### src/gsdp_pkg.sv
/*
 Shared constants of the gear speed and direction pulser: sample width,
 threshold rules, pulse widths and calibration counts.
 Assumes a 250 MHz system clock.
*/
package gsdp_pkg;
	// ----------------------------------------
	// Signal path
	// ----------------------------------------
	localparam int SIG_W = 12;
	localparam logic [11:0] SIG_MID = 12'h800;
	localparam logic [11:0] MAX_STEP = 12'h040;
	localparam int HYS_SHIFT = 2;
	localparam logic [11:0] INIT_OP = 12'h880;
	localparam logic [11:0] INIT_RP = 12'h780;
	// ----------------------------------------
	// Timing
	// ----------------------------------------
	localparam int CLK_MHZ = 250;
	localparam int FWD_US = 45;
	localparam int REV_US = 90;
	localparam int ND_US = 180;
	localparam int FWD_CYC = FWD_US * CLK_MHZ;
	localparam int REV_CYC = REV_US * CLK_MHZ;
	localparam int ND_CYC = ND_US * CLK_MHZ;
	localparam int CNT_W = 16;
	localparam logic [2:0] CAL_EDGES = 3'h4;
	localparam logic [2:0] DIR_OK_EDGES = 3'h2;
	typedef enum logic [1:0] {GSDP_FWD, GSDP_REV, GSDP_ND} gsdp_dir_t;
endpackage

### src/gsdp_channel.sv
/*
 One channel of threshold tracking and switching.
 Assumes processed_signal is synchronous to clk_sys.
*/
`timescale 1ns/1ps
module gsdp_channel
(
	input wire logic clk_sys,
	input wire logic arst_n,
	input wire logic [11:0] processed_signal,
	output logic state,
	output logic toggle,
	output logic [11:0] operate_threshold,
	output logic [11:0] release_threshold
);
	logic [11:0] pk_max;
	logic [11:0] pk_min;
	logic [11:0] next_pk_max;
	logic [11:0] next_pk_min;
	logic [11:0] next_op;
	logic [11:0] next_rp;
	logic next_state;
	logic [12:0] sum;
	logic [11:0] span;
	logic [11:0] tgt_op;
	logic [11:0] tgt_rp;

	function automatic logic [11:0] slew(input logic [11:0] cur, input logic [11:0] tgt);
		logic [11:0] r;
		r = tgt;
		if (tgt > cur && (tgt - cur) > gsdp_pkg::MAX_STEP)
			r = cur + gsdp_pkg::MAX_STEP;
		else if (cur > tgt && (cur - tgt) > gsdp_pkg::MAX_STEP)
			r = cur - gsdp_pkg::MAX_STEP;
		return r;
	endfunction

	// ----------------------------------------
	// Peak tracking and switching
	// ----------------------------------------
	always_comb
	begin
		next_pk_max = pk_max;
		next_pk_min = pk_min;
		next_op = operate_threshold;
		next_rp = release_threshold;
		next_state = state;
		toggle = 1'b0;
		sum = 13'(pk_max) + 13'(pk_min);
		span = (pk_max > pk_min) ? (pk_max - pk_min) : 12'h000;
		tgt_op = sum[12:1] + (span >> gsdp_pkg::HYS_SHIFT);
		tgt_rp = sum[12:1] - (span >> gsdp_pkg::HYS_SHIFT);
		if (state && processed_signal > pk_max)
			next_pk_max = processed_signal;
		if (!state && processed_signal < pk_min)
			next_pk_min = processed_signal;
		if (!state && processed_signal > operate_threshold)
		begin
			next_state = 1'b1;
			toggle = 1'b1;
			next_pk_max = processed_signal;
			next_op = slew(operate_threshold, tgt_op);
			next_rp = slew(release_threshold, tgt_rp);
		end
		else if (state && processed_signal < release_threshold)
		begin
			next_state = 1'b0;
			toggle = 1'b1;
			next_pk_min = processed_signal;
			next_op = slew(operate_threshold, tgt_op);
			next_rp = slew(release_threshold, tgt_rp);
		end
	end

	always_ff @(posedge clk_sys or negedge arst_n)
	begin
		if (!arst_n)
		begin
			state <= 1'b0;
			pk_max <= gsdp_pkg::SIG_MID;
			pk_min <= gsdp_pkg::SIG_MID;
			operate_threshold <= gsdp_pkg::INIT_OP;
			release_threshold <= gsdp_pkg::INIT_RP;
		end
		else
		begin
			state <= next_state;
			pk_max <= next_pk_max;
			pk_min <= next_pk_min;
			operate_threshold <= next_op;
			release_threshold <= next_rp;
		end
	end
endmodule

### src/gsdp_pulse.sv
/*
 Pulse timer: each trigger starts or restarts the pulse, width chosen by direction code.
 Assumes triggers come from clk_sys logic.
*/
`timescale 1ns/1ps
module gsdp_pulse
(
	input wire logic clk_sys,
	input wire logic arst_n,
	input wire logic trigger,
	input wire logic [1:0] dir,
	output logic pulse_out
);
	logic [15:0] cnt;
	logic [15:0] next_cnt;
	logic next_out;

	// ----------------------------------------
	// Width counter
	// ----------------------------------------
	always_comb
	begin
		next_cnt = cnt;
		next_out = pulse_out;
		if (trigger)
		begin
			next_out = 1'b1;
			case (dir)
				gsdp_pkg::GSDP_FWD: next_cnt = 16'(gsdp_pkg::FWD_CYC - 1);
				gsdp_pkg::GSDP_REV: next_cnt = 16'(gsdp_pkg::REV_CYC - 1);
				default: next_cnt = 16'(gsdp_pkg::ND_CYC - 1);
			endcase
		end
		else if (cnt != 16'h0000)
			next_cnt = cnt - 16'h0001;
		else
			next_out = 1'b0;
	end

	always_ff @(posedge clk_sys or negedge arst_n)
	begin
		if (!arst_n)
		begin
			cnt <= 16'h0000;
			pulse_out <= 1'b0;
		end
		else
		begin
			cnt <= next_cnt;
			pulse_out <= next_out;
		end
	end
endmodule

### src/gsdp_top.sv
/*
 Gear speed and direction pulser: two threshold channels, direction
 decision on channel one switching, pulse width encoding.
 Assumes processed samples arrive as asynchronous pin inputs and are
 stable across the two synchroniser stages (slow analog-derived words).
*/
`timescale 1ns/1ps
module gsdp_top
(
	input wire logic clk_sys,
	input wire logic arst_n,
	input wire logic [11:0] processed_signal_a,
	input wire logic [11:0] processed_signal_b,
	output logic pulse_out,
	output logic calibrated,
	output logic [1:0] last_dir
);
	logic [11:0] sig_in [2];
	logic [1:0] st;
	logic [1:0] tog;
	logic st_a;
	logic st_b;
	logic tog_a;
	logic tog_b;
	logic [2:0] edge_cnt;
	logic [2:0] next_edge_cnt;
	logic [2:0] b_run;
	logic [2:0] next_b_run;
	logic b_since;
	logic next_b_since;
	logic next_calibrated;
	logic [1:0] next_last_dir;
	logic [1:0] dir_sel;

	assign sig_in[0] = processed_signal_a;
	assign sig_in[1] = processed_signal_b;
	assign st_a = st[0];
	assign st_b = st[1];
	assign tog_a = tog[0];
	assign tog_b = tog[1];

	// ----------------------------------------
	// Channels with input synchronisers
	// ----------------------------------------
	// Separate instances keep each threshold pair independent
	for (genvar ch = 0; ch < 2; ch++)
	begin : g_ch
		logic [11:0] meta;
		logic [11:0] sync;

		always_ff @(posedge clk_sys or negedge arst_n)
		begin
			if (!arst_n)
			begin
				meta <= gsdp_pkg::SIG_MID;
				sync <= gsdp_pkg::SIG_MID;
			end
			else
			begin
				meta <= sig_in[ch];
				sync <= meta;
			end
		end

		gsdp_channel u_ch
		(
			.clk_sys(clk_sys),
			.arst_n(arst_n),
			.processed_signal(sync),
			.state(st[ch]),
			.toggle(tog[ch]),
			.operate_threshold(),
			.release_threshold()
		);
	end

	// ----------------------------------------
	// Direction decision
	// ----------------------------------------
	// Phase of channel two at channel one switching gives direction.
	// Channel two must have switched since the previous channel one edge,
	// and repeatedly, else vibration is assumed and width is non-direction.
	always_comb
	begin
		next_edge_cnt = edge_cnt;
		next_calibrated = calibrated;
		next_b_since = b_since | tog_b;
		next_b_run = b_run;
		next_last_dir = last_dir;
		dir_sel = 2'(gsdp_pkg::GSDP_ND);
		if (tog_a)
		begin
			if (edge_cnt != gsdp_pkg::CAL_EDGES)
				next_edge_cnt = edge_cnt + 3'h1;
			else
				next_calibrated = 1'b1;
			if (b_since || tog_b)
			begin
				if (b_run != 3'h7)
					next_b_run = b_run + 3'h1;
			end
			else
				next_b_run = 3'h0;
			next_b_since = 1'b0;
			if (calibrated && b_run >= gsdp_pkg::DIR_OK_EDGES && (b_since || tog_b))
			begin
				if (st_a == st_b)
					dir_sel = 2'(gsdp_pkg::GSDP_FWD);
				else
					dir_sel = 2'(gsdp_pkg::GSDP_REV);
			end
			next_last_dir = dir_sel;
		end
	end

	always_ff @(posedge clk_sys or negedge arst_n)
	begin
		if (!arst_n)
		begin
			edge_cnt <= 3'h0;
			calibrated <= 1'b0;
			b_since <= 1'b0;
			b_run <= 3'h0;
			last_dir <= 2'(gsdp_pkg::GSDP_ND);
		end
		else
		begin
			edge_cnt <= next_edge_cnt;
			calibrated <= next_calibrated;
			b_since <= next_b_since;
			b_run <= next_b_run;
			last_dir <= next_last_dir;
		end
	end

	// ----------------------------------------
	// Output pulse
	// ----------------------------------------
	// Pulse starts only on channel one switching; output idles low before it.
	// A new edge during a pulse restarts it: the controller must space edges.
	gsdp_pulse u_pulse
	(
		.clk_sys(clk_sys),
		.arst_n(arst_n),
		.trigger(tog_a),
		.dir(dir_sel),
		.pulse_out(pulse_out)
	);
endmodule

### config.mk
export PLATFORM = sky130hd
export DESIGN_NAME = gsdp_top
export DESIGN_NICKNAME = d
export VERILOG_FILES = /design/src/gsdp_pkg.sv /design/src/gsdp_channel.sv /design/src/gsdp_pulse.sv /design/src/gsdp_top.sv
export SDC_FILE = /design/constraint.sdc
export NUM_CORES = 1
export LEC_CHECK = 0
export ABC_AREA = 1
export BUFFER_PORTS_ARGS = -buffer_cell sky130_fd_sc_hd__clkbuf_2
export CAP_MARGIN = 25
export CORE_MARGIN = 5
export CORE_UTILIZATION = 45
export DETAILED_ROUTE_END_ITERATION = 12
export PLACE_DENSITY_LB_ADDON = 0.1
export SYNTH_ARGS = -nofsm -noshare
export SYNTH_HDL_FRONTEND = slang
export SYNTH_HIERARCHICAL = 1
export SYNTH_SLANG_ARGS = --single-unit
### constraint.sdc
create_clock -name clk_sys -period 17.4 [get_ports clk_sys]
set_clock_uncertainty 0.15 [all_clocks]
set_input_delay 5.22 -clock clk_sys [delete_from_list [all_inputs] [get_ports clk_sys]]
set_output_delay 5.22 -clock clk_sys [all_outputs]
set_load 0.02 [all_outputs]
==> results of run 1 <==
cells in the final DEF, fill, tap and decap left out, types with 17 or more instances in the layout:
master / netlist / final
a21oi_1: 159 / 159
clkbuf_16: 0 / 17
clkbuf_2: 3 / 28
dfrtp_1: 152 / 152
dfstp_2: 21 / 21
ha_1: 271 / 271
inv_1: 436 / 436
inv_2: 18 / 18
nand2_1: 605 / 605
nand2_2: 49 / 49
nand3_1: 258 / 258
nand4_1: 49 / 49
nor2_1: 157 / 157
nor2_2: 19 / 19
nor3_1: 36 / 36
o21ai_0: 109 / 109
o21ai_1: 24 / 24
o21ai_2: 19 / 19
xnor2_1: 19 / 19
xor2_1: 94 / 94
cell usage after synthesis, types with 4 or more instances:
library cell,instances
o21bai_1,15
dfstp_2,21
o2111ai_1,6
nand4_1,49
o21ai_2,19
a21boi_0,5
o21ai_1,24
clkbuf_1,25
nor3_1,36
nor2_1,157
or2_2,6
a221oi_1,6
nand2_1,605
nand3b_1,11
buf_6,16
nand2_4,14
fa_1,10
a21oi_1,159
o21ai_0,109
a211oi_1,6
nand2_2,49
inv_1,436
nor2_2,19
ha_1,271
nand3_1,258
buf_2,21
o211ai_1,12
xnor2_1,19
a21oi_2,10
inv_2,18
o31ai_1,7
nor2_4,13
xor2_1,94
nand3_2,12
a31oi_1,4
dfrtp_1,152
a21o_1,10
cell families (layout without fill, tap and decap cells):
logic type	count (synthesis)	count (layout)
AO/OA/AOI/OAI	408	408
XOR/XNOR	113	113
adder cells (fa/ha/maj)	281	281
buffers and inverters	530	526
flip-flops	173	173
AND/OR/NAND/NOR	1237	1237
per-stage QoR:
step | setup WS (ns) | cells | instance area [um^2] | utilization [%]
3_5_place_dp | 9.92 | 3245 | 19600 | 46.7
4_1_cts | 10.49 | 3277 | 20300 | 48.2
6_report | 10.59 | 3277 | 20300 | 48.2
3_3_place_gp | 9.94 | 3245 | 19600 | 46.7
2_1_floorplan | 11.47 | 2742 | 19200 | -
5_1_grt | 9.99 | 3277 | 20300 | 48.2
flip-flops by register name, indices dropped and copies added, names as in the netlist, 2 cells and up:
name,count
edge_cnt,3
g_ch.u_ch/state,2
g_ch.u_ch/operate_threshold,24
g_ch.sync,24
g_ch.u_ch/pk_min,24
g_ch.u_ch/release_threshold,24
b_run,3
g_ch.u_ch/pk_max,24
g_ch.meta,24
u_pulse/cnt,16
last_dir,2
layout make-up:
class,instances,area [um^2]
flip-flops and latches,173,4360
fillers,4263,21800
clock buffers,18,429
repair buffers,34,191
clock inverters,14,193
well taps,539,674
inverters,460,1730
multi-input cells,2039,12700
path summary, 6_finish.rpt:
path	from	endpoint	slack [ns]
worst max-delay path	arst_n	g_ch[0].u_ch/pk_max[4]$_DFFE_PN0P_	10.59
worst min-delay path	g_ch[0].meta[3]$_DFF_PN0_	g_ch[0].sync[3]$_DFF_PN0_	0.20
worst max register to register	g_ch[1].u_ch/pk_min[1]$_DFF_PN0_	g_ch[1].u_ch/operate_threshold[0]$_DFFE_PN0P_	10.91
worst min register to register	g_ch[0].meta[3]$_DFF_PN0_	g_ch[0].sync[3]$_DFF_PN0_	0.20
max in group clk_sys	last_dir[1]$_DFFE_PN1P_	last_dir[1]	10.84
min in group asynchronous	arst_n	g_ch[1].u_ch/release_threshold[1]$_DFFE_PN0P_	4.53
per-layer routing:
layer / vias up / track usage (%)
li1: 8866 / -
met1: 8006 / 31.5
met2: 349 / 32.9
met3: 41 / 3.45
met4: 0 / 5.41
met5: - / 0
==> results.sh, run 1 <==
export IMPL_fin_tns_setup_ns=0
export IMPL_async_flop_share_pct=100
export IMPL_hold_class="register to register"
export IMPL_grt_max_degree=70
export IMPL_cts_setup_buffers=0
export IMPL_cap_viol_max_count=0
export IMPL_synth_seq_cells=173
export IMPL_synth_adder_area_share_pct=18.7
export IMPL_clock_root_buffer="clkbuf_16"
export IMPL_cts_resized=0
export IMPL_synth_area_leaders="dfrtp_1, ha_1, nand2_1"
export IMPL_synth_xor_area_share_pct=5.16
export IMPL_syn_num_nets=3049
export IMPL_cts_tree="yes"
export IMPL_hold_ws_ns=0.199
export IMPL_io_pins=30
export IMPL_dr_total_vias=17300
export IMPL_synthFlopType="dfrtp_1"
export IMPL_crit_chain="clkbuf_8, buf_4, buf_4"
export IMPL_syn_area_mm2=0.0192
export IMPL_postCtsHoldBufs=0
export IMPL_synth_compound_area_share_pct=12.6
export IMPL_worstHoldPathCells=0
export IMPL_area_growth_pct=5.49
export IMPL_synth_enable_flop_cells=0
export IMPL_die_x_um=217
export IMPL_grt_ovfl_total=0
export IMPL_slowest_stage="buf_4"
export IMPL_antenna_found_initial=1
export IMPL_die_area_mm2=0.0469
export IMPL_synth_simple_gate_area_share_pct=29.6
export IMPL_hold_viol=0
export IMPL_cts_buffer_depth=2
export IMPL_maxUsedRoutingLayer="met4"
export IMPL_vias_per_cell=5.27
export IMPL_drcViolationCount=0
export IMPL_routedWlPerCell_um=15.0
export IMPL_crit_top_cell="buf_4"
export IMPL_portBuffers=29
export IMPL_cts_buffers=17
export IMPL_initial_core_util_pct=45.7
export IMPL_antenna_cells=0
export IMPL_wl_met1_um=25000
export IMPL_antenna_left=0
export IMPL_layout_min_cycle_time_ns=6.81
export IMPL_muxShareOfSynthArea_pct=0
export IMPL_synth_top_area_cell="dfrtp_1"
export IMPL_rows=75
export IMPL_cpPeakStageDelay_ns=0.78
export IMPL_path_clk_slew_ns=0.07
export IMPL_crit_fanout=69
export IMPL_period_share_pct=39.2
export IMPL_worst_r2r_path_depth=42
export IMPL_die_height_um=217
export IMPL_clock_latency_ns=0.49
export IMPL_wl_met3_um=2420
export IMPL_final_nets=3032
export IMPL_arrival_ns=7.17
export IMPL_rsz0062_at_grt="no"
export IMPL_drt_wl_total_um=49200
export IMPL_yosysUniqueCellTypes=62
export IMPL_ys_warn_count=6
export IMPL_cts_sinks=173
export IMPL_synth_top_family_by_area="simple AND/OR/NAND/NOR gates"
export IMPL_dr_wl_met2_um=21200
export IMPL_status="completed"
export IMPL_grt_first_pass_wirelength_um=82300
export IMPL_critPathBufInv=3
export IMPL_drive_above_1_share_pct=9.39
export IMPL_synth_seq_area_share_pct=22.7
export IMPL_synth_top_area_share_pct=19.8
export IMPL_hpwlAfterDp_um=40300
export IMPL_max_freq_mhz=147
export IMPL_cp_required_ns=17.76
export IMPL_dr_pass1_iters=6
export IMPL_crit_type="input pin to async pin"
export IMPL_syn_avg_cell_area_um2=7.00
export IMPL_cp_depth=3
export IMPL_gp_congestion=0.923
export IMPL_grtUsageTotal_pct=21.4
export IMPL_critPathTopFamily="buffers and inverters"
export IMPL_dr_first_iter_drc_count=1053
export IMPL_synthCells=2742
export IMPL_slew_violations=0
export IMPL_htree_levels=4
export IMPL_worstMarginPinSlew_ns=0.835
export IMPL_grt_pass1_vias=16400
export IMPL_critPathLaunchType="input pin"
export IMPL_maxSlewHeadroom_pct=44.4
export IMPL_setup_viol=0
export IMPL_fp_coreArea_mm2=0.0420
export IMPL_end_kind="async pin"
Power of run 1 is not shown: default switching activity piles up to over one toggle a cycle in this logic, so the estimate is an artifact.
==> run 2: changes to the inputs <==
- ABC_AREA: 1 -> 0
- clock period: 17.4 -> 6.95 ns (I/O delays scaled with it)
==> run 2 against run 1 <==
Compared with the run above: synthesized area decreased by 4.6%; flip-flop and latch count unchanged; final cell count decreased by 14%; critical path depth increased by 28; utilization increased by 4.5 points; non-clock buffer count increased by 161; critical endpoint is now g_ch[1].u_ch/release_threshold[11]$_DFFE_PN0P_.
==> results.sh, run 2 <==
export IMPL_status="completed"
export IMPL_ys_warn_count=6
export IMPL_area_growth_pct=16.6
export IMPL_io_pins=30
export IMPL_cpPeakStageDelay_ns=0.50
export IMPL_placed_area_mm2=0.0199
export IMPL_worstMarginPinSlew_ns=1.01
export IMPL_setup_viol=0
export IMPL_fillCellCount=3848
export IMPL_initial_core_util_pct=45.2
export IMPL_hpwlAfterDp_um=39900
export IMPL_dr_first_iter_drc_count=1032
export IMPL_portBuffers=29
export IMPL_path_clk_slew_ns=0.09
export IMPL_synth_top_area_share_pct=20.8
export IMPL_drt_wl_total_um=50500
export IMPL_synthFlopType="dfrtp_1"
export IMPL_layout_commonest_cell="ha_1"
export IMPL_routedWlPerCell_um=17.9
export IMPL_die_height_um=212
export IMPL_synthCells=2143
export IMPL_grtUsageTotal_pct=22.5
export IMPL_layout_min_cycle_time_ns=6.72
export IMPL_maxSlewHeadroom_pct=31.9
export IMPL_dr_pass1_iters=6
export IMPL_drive_above_1_share_pct=20.2
export IMPL_syn_area_mm2=0.0183
export IMPL_die_x_um=212
export IMPL_fp_coreArea_mm2=0.0406
export IMPL_slew_violations=0
export IMPL_synth_enable_flop_cells=0
export IMPL_fin_ws_ns=0.231
export IMPL_grt_max_degree=105
export IMPL_regArea_mm2=0.00436
export IMPL_cts_buffer_depth=2
export IMPL_critPathLaunchType="register"
export IMPL_multi_input_area_mm2=0.0135
export IMPL_crit_fanout=10
export IMPL_fin_tns_setup_ns=0
export IMPL_antenna_found_initial=0
export IMPL_hold_ws_ns=0.192
export IMPL_hold_viol=0
export IMPL_yosysUniqueCellTypes=107
export IMPL_synth_top_area_cell="dfrtp_1"
export IMPL_cts_buffers=17
export IMPL_dr_total_vias=16100
export IMPL_hold_class="register to register"
export IMPL_synth_seq_cells=173
export IMPL_rsz0062_at_grt="yes"
export IMPL_final_nets=2580
export IMPL_cap_viol_max_count=0
export IMPL_grt_ovfl_total=0
export IMPL_postCtsHoldBufs=0
export IMPL_clock_root_buffer="clkbuf_16"
export IMPL_grt_first_pass_wirelength_um=81800
export IMPL_yosysMostFrequentCell="ha_1"
export IMPL_rows=74
export IMPL_clock_latency_ns=0.51
export IMPL_crit_top_cell="o21a_1"
export IMPL_drcViolationCount=0
export IMPL_end_kind="register"
export IMPL_cp_required_ns=7.20
export IMPL_period_share_pct=96.7
export IMPL_htree_levels=4
export IMPL_die_area_mm2=0.0448
export IMPL_synth_area_leaders="dfrtp_1, ha_1, inv_1"
export IMPL_slowest_stage="or4_1"
export IMPL_crit_type="register to register"
export IMPL_post_place_ws_ns=-0.122
export IMPL_antenna_left=0
export IMPL_antenna_cells=0
export IMPL_vias_per_cell=5.71
export IMPL_cts_tree="yes"
export IMPL_ys_top_cells_by_count="ha_1, inv_1, dfrtp_1, nor2_1, a21oi_1"
export IMPL_synth_seq_area_share_pct=23.8
export IMPL_max_freq_mhz=149
export IMPL_most_common_layout_cells="ha_1, inv_1, buf_4"
export IMPL_arrival_ns=6.97
export IMPL_syn_num_nets=2450
export IMPL_cts_sinks=173
export IMPL_async_flop_share_pct=100
export IMPL_grt_pass1_vias=15800
export IMPL_syn_avg_cell_area_um2=8.55
export IMPL_fin_area_mm2=0.0214
export IMPL_gp_congestion=0.912
run 2: worst max-delay path, delay by kind of cell (launching register included):
family	cells	cell delay, ns
AOI/OAI and AO/OA	17	3.31
and+or+nand+nor	7	1.29
xor gates and xnor gates	1	0.16
DFF	1	0.42
adders and majority gates	3	0.84
buffers and inverters	3	0.47
run 2: cell type report:
cell class              count  area share [%]
clock buffers              17            1.99
clock inverters            15           0.861
well taps                 532            3.12
repair buffers            195            6.78
inverters                 209            3.67
flip-flops and latches    173            20.4
multi-input cells        1677            63.2
run 2: repair_timing:
item                                    CTS  global route
resized for setup                         7           152
pin swaps                                 0            41
cloned                                    0             3
setup buffers                             0            21
endpoints found under the setup margin   13            48
run 2: worst paths after layout:
check | startpoint | endpoint | slack, ns | depth (start not counted)
setup / recovery | g_ch[1].u_ch/pk_max[1]$_DFFE_PN0P_ | g_ch[1].u_ch/release_threshold[11]$_DFFE_PN0P_ | 0.23 | 31
hold / removal | g_ch[1].meta[11]$_DFF_PN1_ | g_ch[1].sync[11]$_DFF_PN1_ | 0.19 | 0
setup reg to reg | g_ch[1].u_ch/pk_max[1]$_DFFE_PN0P_ | g_ch[1].u_ch/release_threshold[11]$_DFFE_PN0P_ | 0.23 | 31
hold reg to reg | g_ch[1].meta[11]$_DFF_PN1_ | g_ch[1].sync[11]$_DFF_PN1_ | 0.19 | 0
max in group asynchronous | arst_n | g_ch[0].u_ch/release_threshold[9]$_DFFE_PN1P_ | 4.04 | 2
min in group asynchronous | arst_n | g_ch[1].u_ch/release_threshold[11]$_DFFE_PN0P_ | 1.45 | 1
run 2: cells by family (layout without fill, tap and decap cells):
family | after synthesis | count (layout) | synth area share, %
flip-flops | 173 | 173 | 23.8
multiplexers | 92 | 92 | 5.43
adder cells (fa/ha/maj) | 281 | 281 | 19.6
AO/OA/AOI/OAI | 561 | 561 | 21.3
XOR/XNOR | 106 | 106 | 5.07
AND/OR/NAND/NOR | 637 | 637 | 18.5
buffers and inverters | 293 | 436 | 6.36
run 2: metrics by stage:
stage,instances,util [%]
floorplan,2143,-
global placement,2762,49.0
detailed placement,2762,49.0
CTS,2794,50.5
global route,2818,52.7
finish,2818,52.7
run 2: layer usage:
layer | wire, um | track usage, %
met5 | 0 | 0
met4 | 785 | 5.93
met3 | 1670 | 3.53
met2 | 23500 | 36.6
met1 | 24500 | 31.5
Power of run 2 is left out for the same reason.
==> run 3: changes to the inputs <==
- CELL_PAD_IN_SITES_DETAIL_PLACEMENT: default -> 0
- CELL_PAD_IN_SITES_GLOBAL_PLACEMENT: default -> 1
==> run 3 against run 2 <==
Compared with the run above: worst hold slack gained 0.0079 ns; first-iteration DRC count shrank 19%; flip-flop and latch count is the same; design area grew 4.0%; global-route usage grew 0.13 points; via count grew 0.47%; die area is the same; maximum frequency shrank 1.0%; count of clock-buffer cells in the layout is the same; final cell count grew 1.7%; critical path type unchanged; largest cell class unchanged.
==> results.sh, run 3 (synthesis results as in run 2) <==
export IMPL_cap_viol_max_count=0
export IMPL_slew_violations=0
export IMPL_fp_coreArea_mm2=0.0406
export IMPL_setup_viol=0
export IMPL_slowest_stage="or4_4"
export IMPL_io_pins=30
export IMPL_die_area_mm2=0.0448
export IMPL_grt_first_pass_wirelength_um=82000
export IMPL_cp_required_ns=7.17
export IMPL_antenna_found_initial=0
export IMPL_drt_wl_total_um=51800
export IMPL_drcViolationCount=0
export IMPL_dr_total_vias=16200
export IMPL_crit_top_cell="o21a_1"
export IMPL_critPathLaunchType="register"
export IMPL_crit_fanout=12
export IMPL_cts_buffer_depth=2
export IMPL_drive_above_1_share_pct=24.6
export IMPL_antenna_left=0
export IMPL_dr_pass1_iters=5
export IMPL_postCtsHoldBufs=0
export IMPL_gp_congestion=0.887
export IMPL_cts_sinks=173
export IMPL_crit_type="register to register"
export IMPL_end_kind="register"
export IMPL_grt_pass1_vias=16100
export IMPL_hold_class="register to register"
export IMPL_initial_core_util_pct=45.2
export IMPL_status="completed"
export IMPL_path_clk_slew_ns=0.08
export IMPL_worstMarginPinSlew_ns=0.870
export IMPL_grtUsageTotal_pct=22.7
export IMPL_dr_first_iter_drc_count=832
export IMPL_antenna_cells=0
export IMPL_cpPeakStageDelay_ns=0.45
export IMPL_htree_levels=4
export IMPL_rows=74
export IMPL_layout_min_cycle_time_ns=6.79
export IMPL_clock_latency_ns=0.48
export IMPL_dpl_cell_count=2795
export IMPL_die_height_um=212
export IMPL_grt_max_degree=104
export IMPL_routedWlPerCell_um=18.1
export IMPL_maxSlewHeadroom_pct=42.0
export IMPL_hold_viol=0
export IMPL_die_x_um=212
export IMPL_cts_buffers=17
export IMPL_portBuffers=29
export IMPL_clock_root_buffer="clkbuf_16"
export IMPL_most_common_layout_cells="ha_1, inv_1, buf_4"
export IMPL_arrival_ns=7.01
export IMPL_area_growth_pct=21.3
export IMPL_fin_tns_setup_ns=0
export IMPL_layout_commonest_cell="ha_1"
export IMPL_period_share_pct=97.6
export IMPL_max_freq_mhz=147
export IMPL_grt_ovfl_total=0
export IMPL_vias_per_cell=5.65
export IMPL_stdcell_count=2865
export IMPL_cts_tree="yes"
export IMPL_final_nets=2627
export IMPL_hpwlAfterDp_um=40700
-- run 3: cell types whose count changed in the layout (fill, tap and decap cells not counted), moves of 4 or more --
cell | previous run | this run
o21ai_0 | 71 | 65
a21oi_2 | 14 | 18
a21oi_1 | 111 | 105
nor2b_2 | 1 | 6
nor2_1 | 144 | 140
buf_4 | 153 | 199
o21ai_2 | 7 | 11
nor2_2 | 9 | 13
nand2_1 | 121 | 117
nor2b_1 | 35 | 29
inv_1 | 205 | 201
nand2_2 | 1 | 5
ha_4 | 9 | 23
ha_1 | 249 | 234
-- run 3: critical path: cells and delay by family, from the launching register on --
family | cells | cell delay, ns
compound gates | 13 | 2.31
xor+xnor | 1 | 0.14
fa+ha+maj | 3 | 0.83
buf+inv | 4 | 0.58
flops | 1 | 0.41
mux | 1 | 0.31
simple gates | 11 | 1.96
-- run 3: per-layer routing --
layer	global-route usage (%)	vias up	share of wire [%]
met5	0	-	0
met4	8.17	0	3.1
met3	3.07	92	2.4
met2	41.1	244	51
met1	27.4	7794	44
li1	-	8050	-
-- run 3: path summary, 6_finish.rpt --
path	endpoint	from	slack, ns	depth (start not counted)
hold reg to reg	g_ch[1].sync[2]$_DFF_PN0_	g_ch[1].meta[2]$_DFF_PN0_	0.20	0
hold / removal	g_ch[1].sync[2]$_DFF_PN0_	g_ch[1].meta[2]$_DFF_PN0_	0.20	0
setup reg to reg	g_ch[1].u_ch/release_threshold[5]$_DFFE_PN0P_	g_ch[1].u_ch/pk_min[1]$_DFF_PN0_	0.16	33
setup / recovery	g_ch[1].u_ch/release_threshold[5]$_DFFE_PN0P_	g_ch[1].u_ch/pk_min[1]$_DFF_PN0_	0.16	33
min in group asynchronous	g_ch[1].u_ch/release_threshold[6]$_DFFE_PN0P_	arst_n	1.54	1
max in group asynchronous	g_ch[0].u_ch/operate_threshold[7]$_DFFE_PN1P_	arst_n	4.03	2
-- run 3: repair_timing --
| item | CTS | global route |
|---|---|---|
| pin swaps | 6 | 90 |
| buffers inserted | 3 | 34 |
| resized for setup | 7 | 242 |
| setup endpoints to repair | 38 | 48 |
| gates cloned | 0 | 2 |
-- run 3: layout make-up --
| cell class | count | area, um^2 |
|---|---|---|
| clock buffers | 17 | 425 |
| clock inverters | 15 | 210 |
| fillers | 3777 | 18300 |
| inverters | 209 | 788 |
| multi-input cells | 1677 | 13900 |
| flip-flops and latches | 173 | 4360 |
| well taps | 532 | 666 |
| repair buffers | 242 | 1830 |
-- run 3: stage by stage --
step,area (um^2),hold WS (ns),setup WS [ns],utilization (%)
after floorplan,18300,0.181,0.00365,-
after global placement,20100,0.182,-0.0352,49.6
after detailed placement,20100,0.186,-0.0669,49.6
after CTS,20800,0.204,-0.0253,51.3
after global routing,22200,0.206,-0.270,54.8
final,22200,0.200,0.164,54.8
Power of run 3 is left out for the same reason.
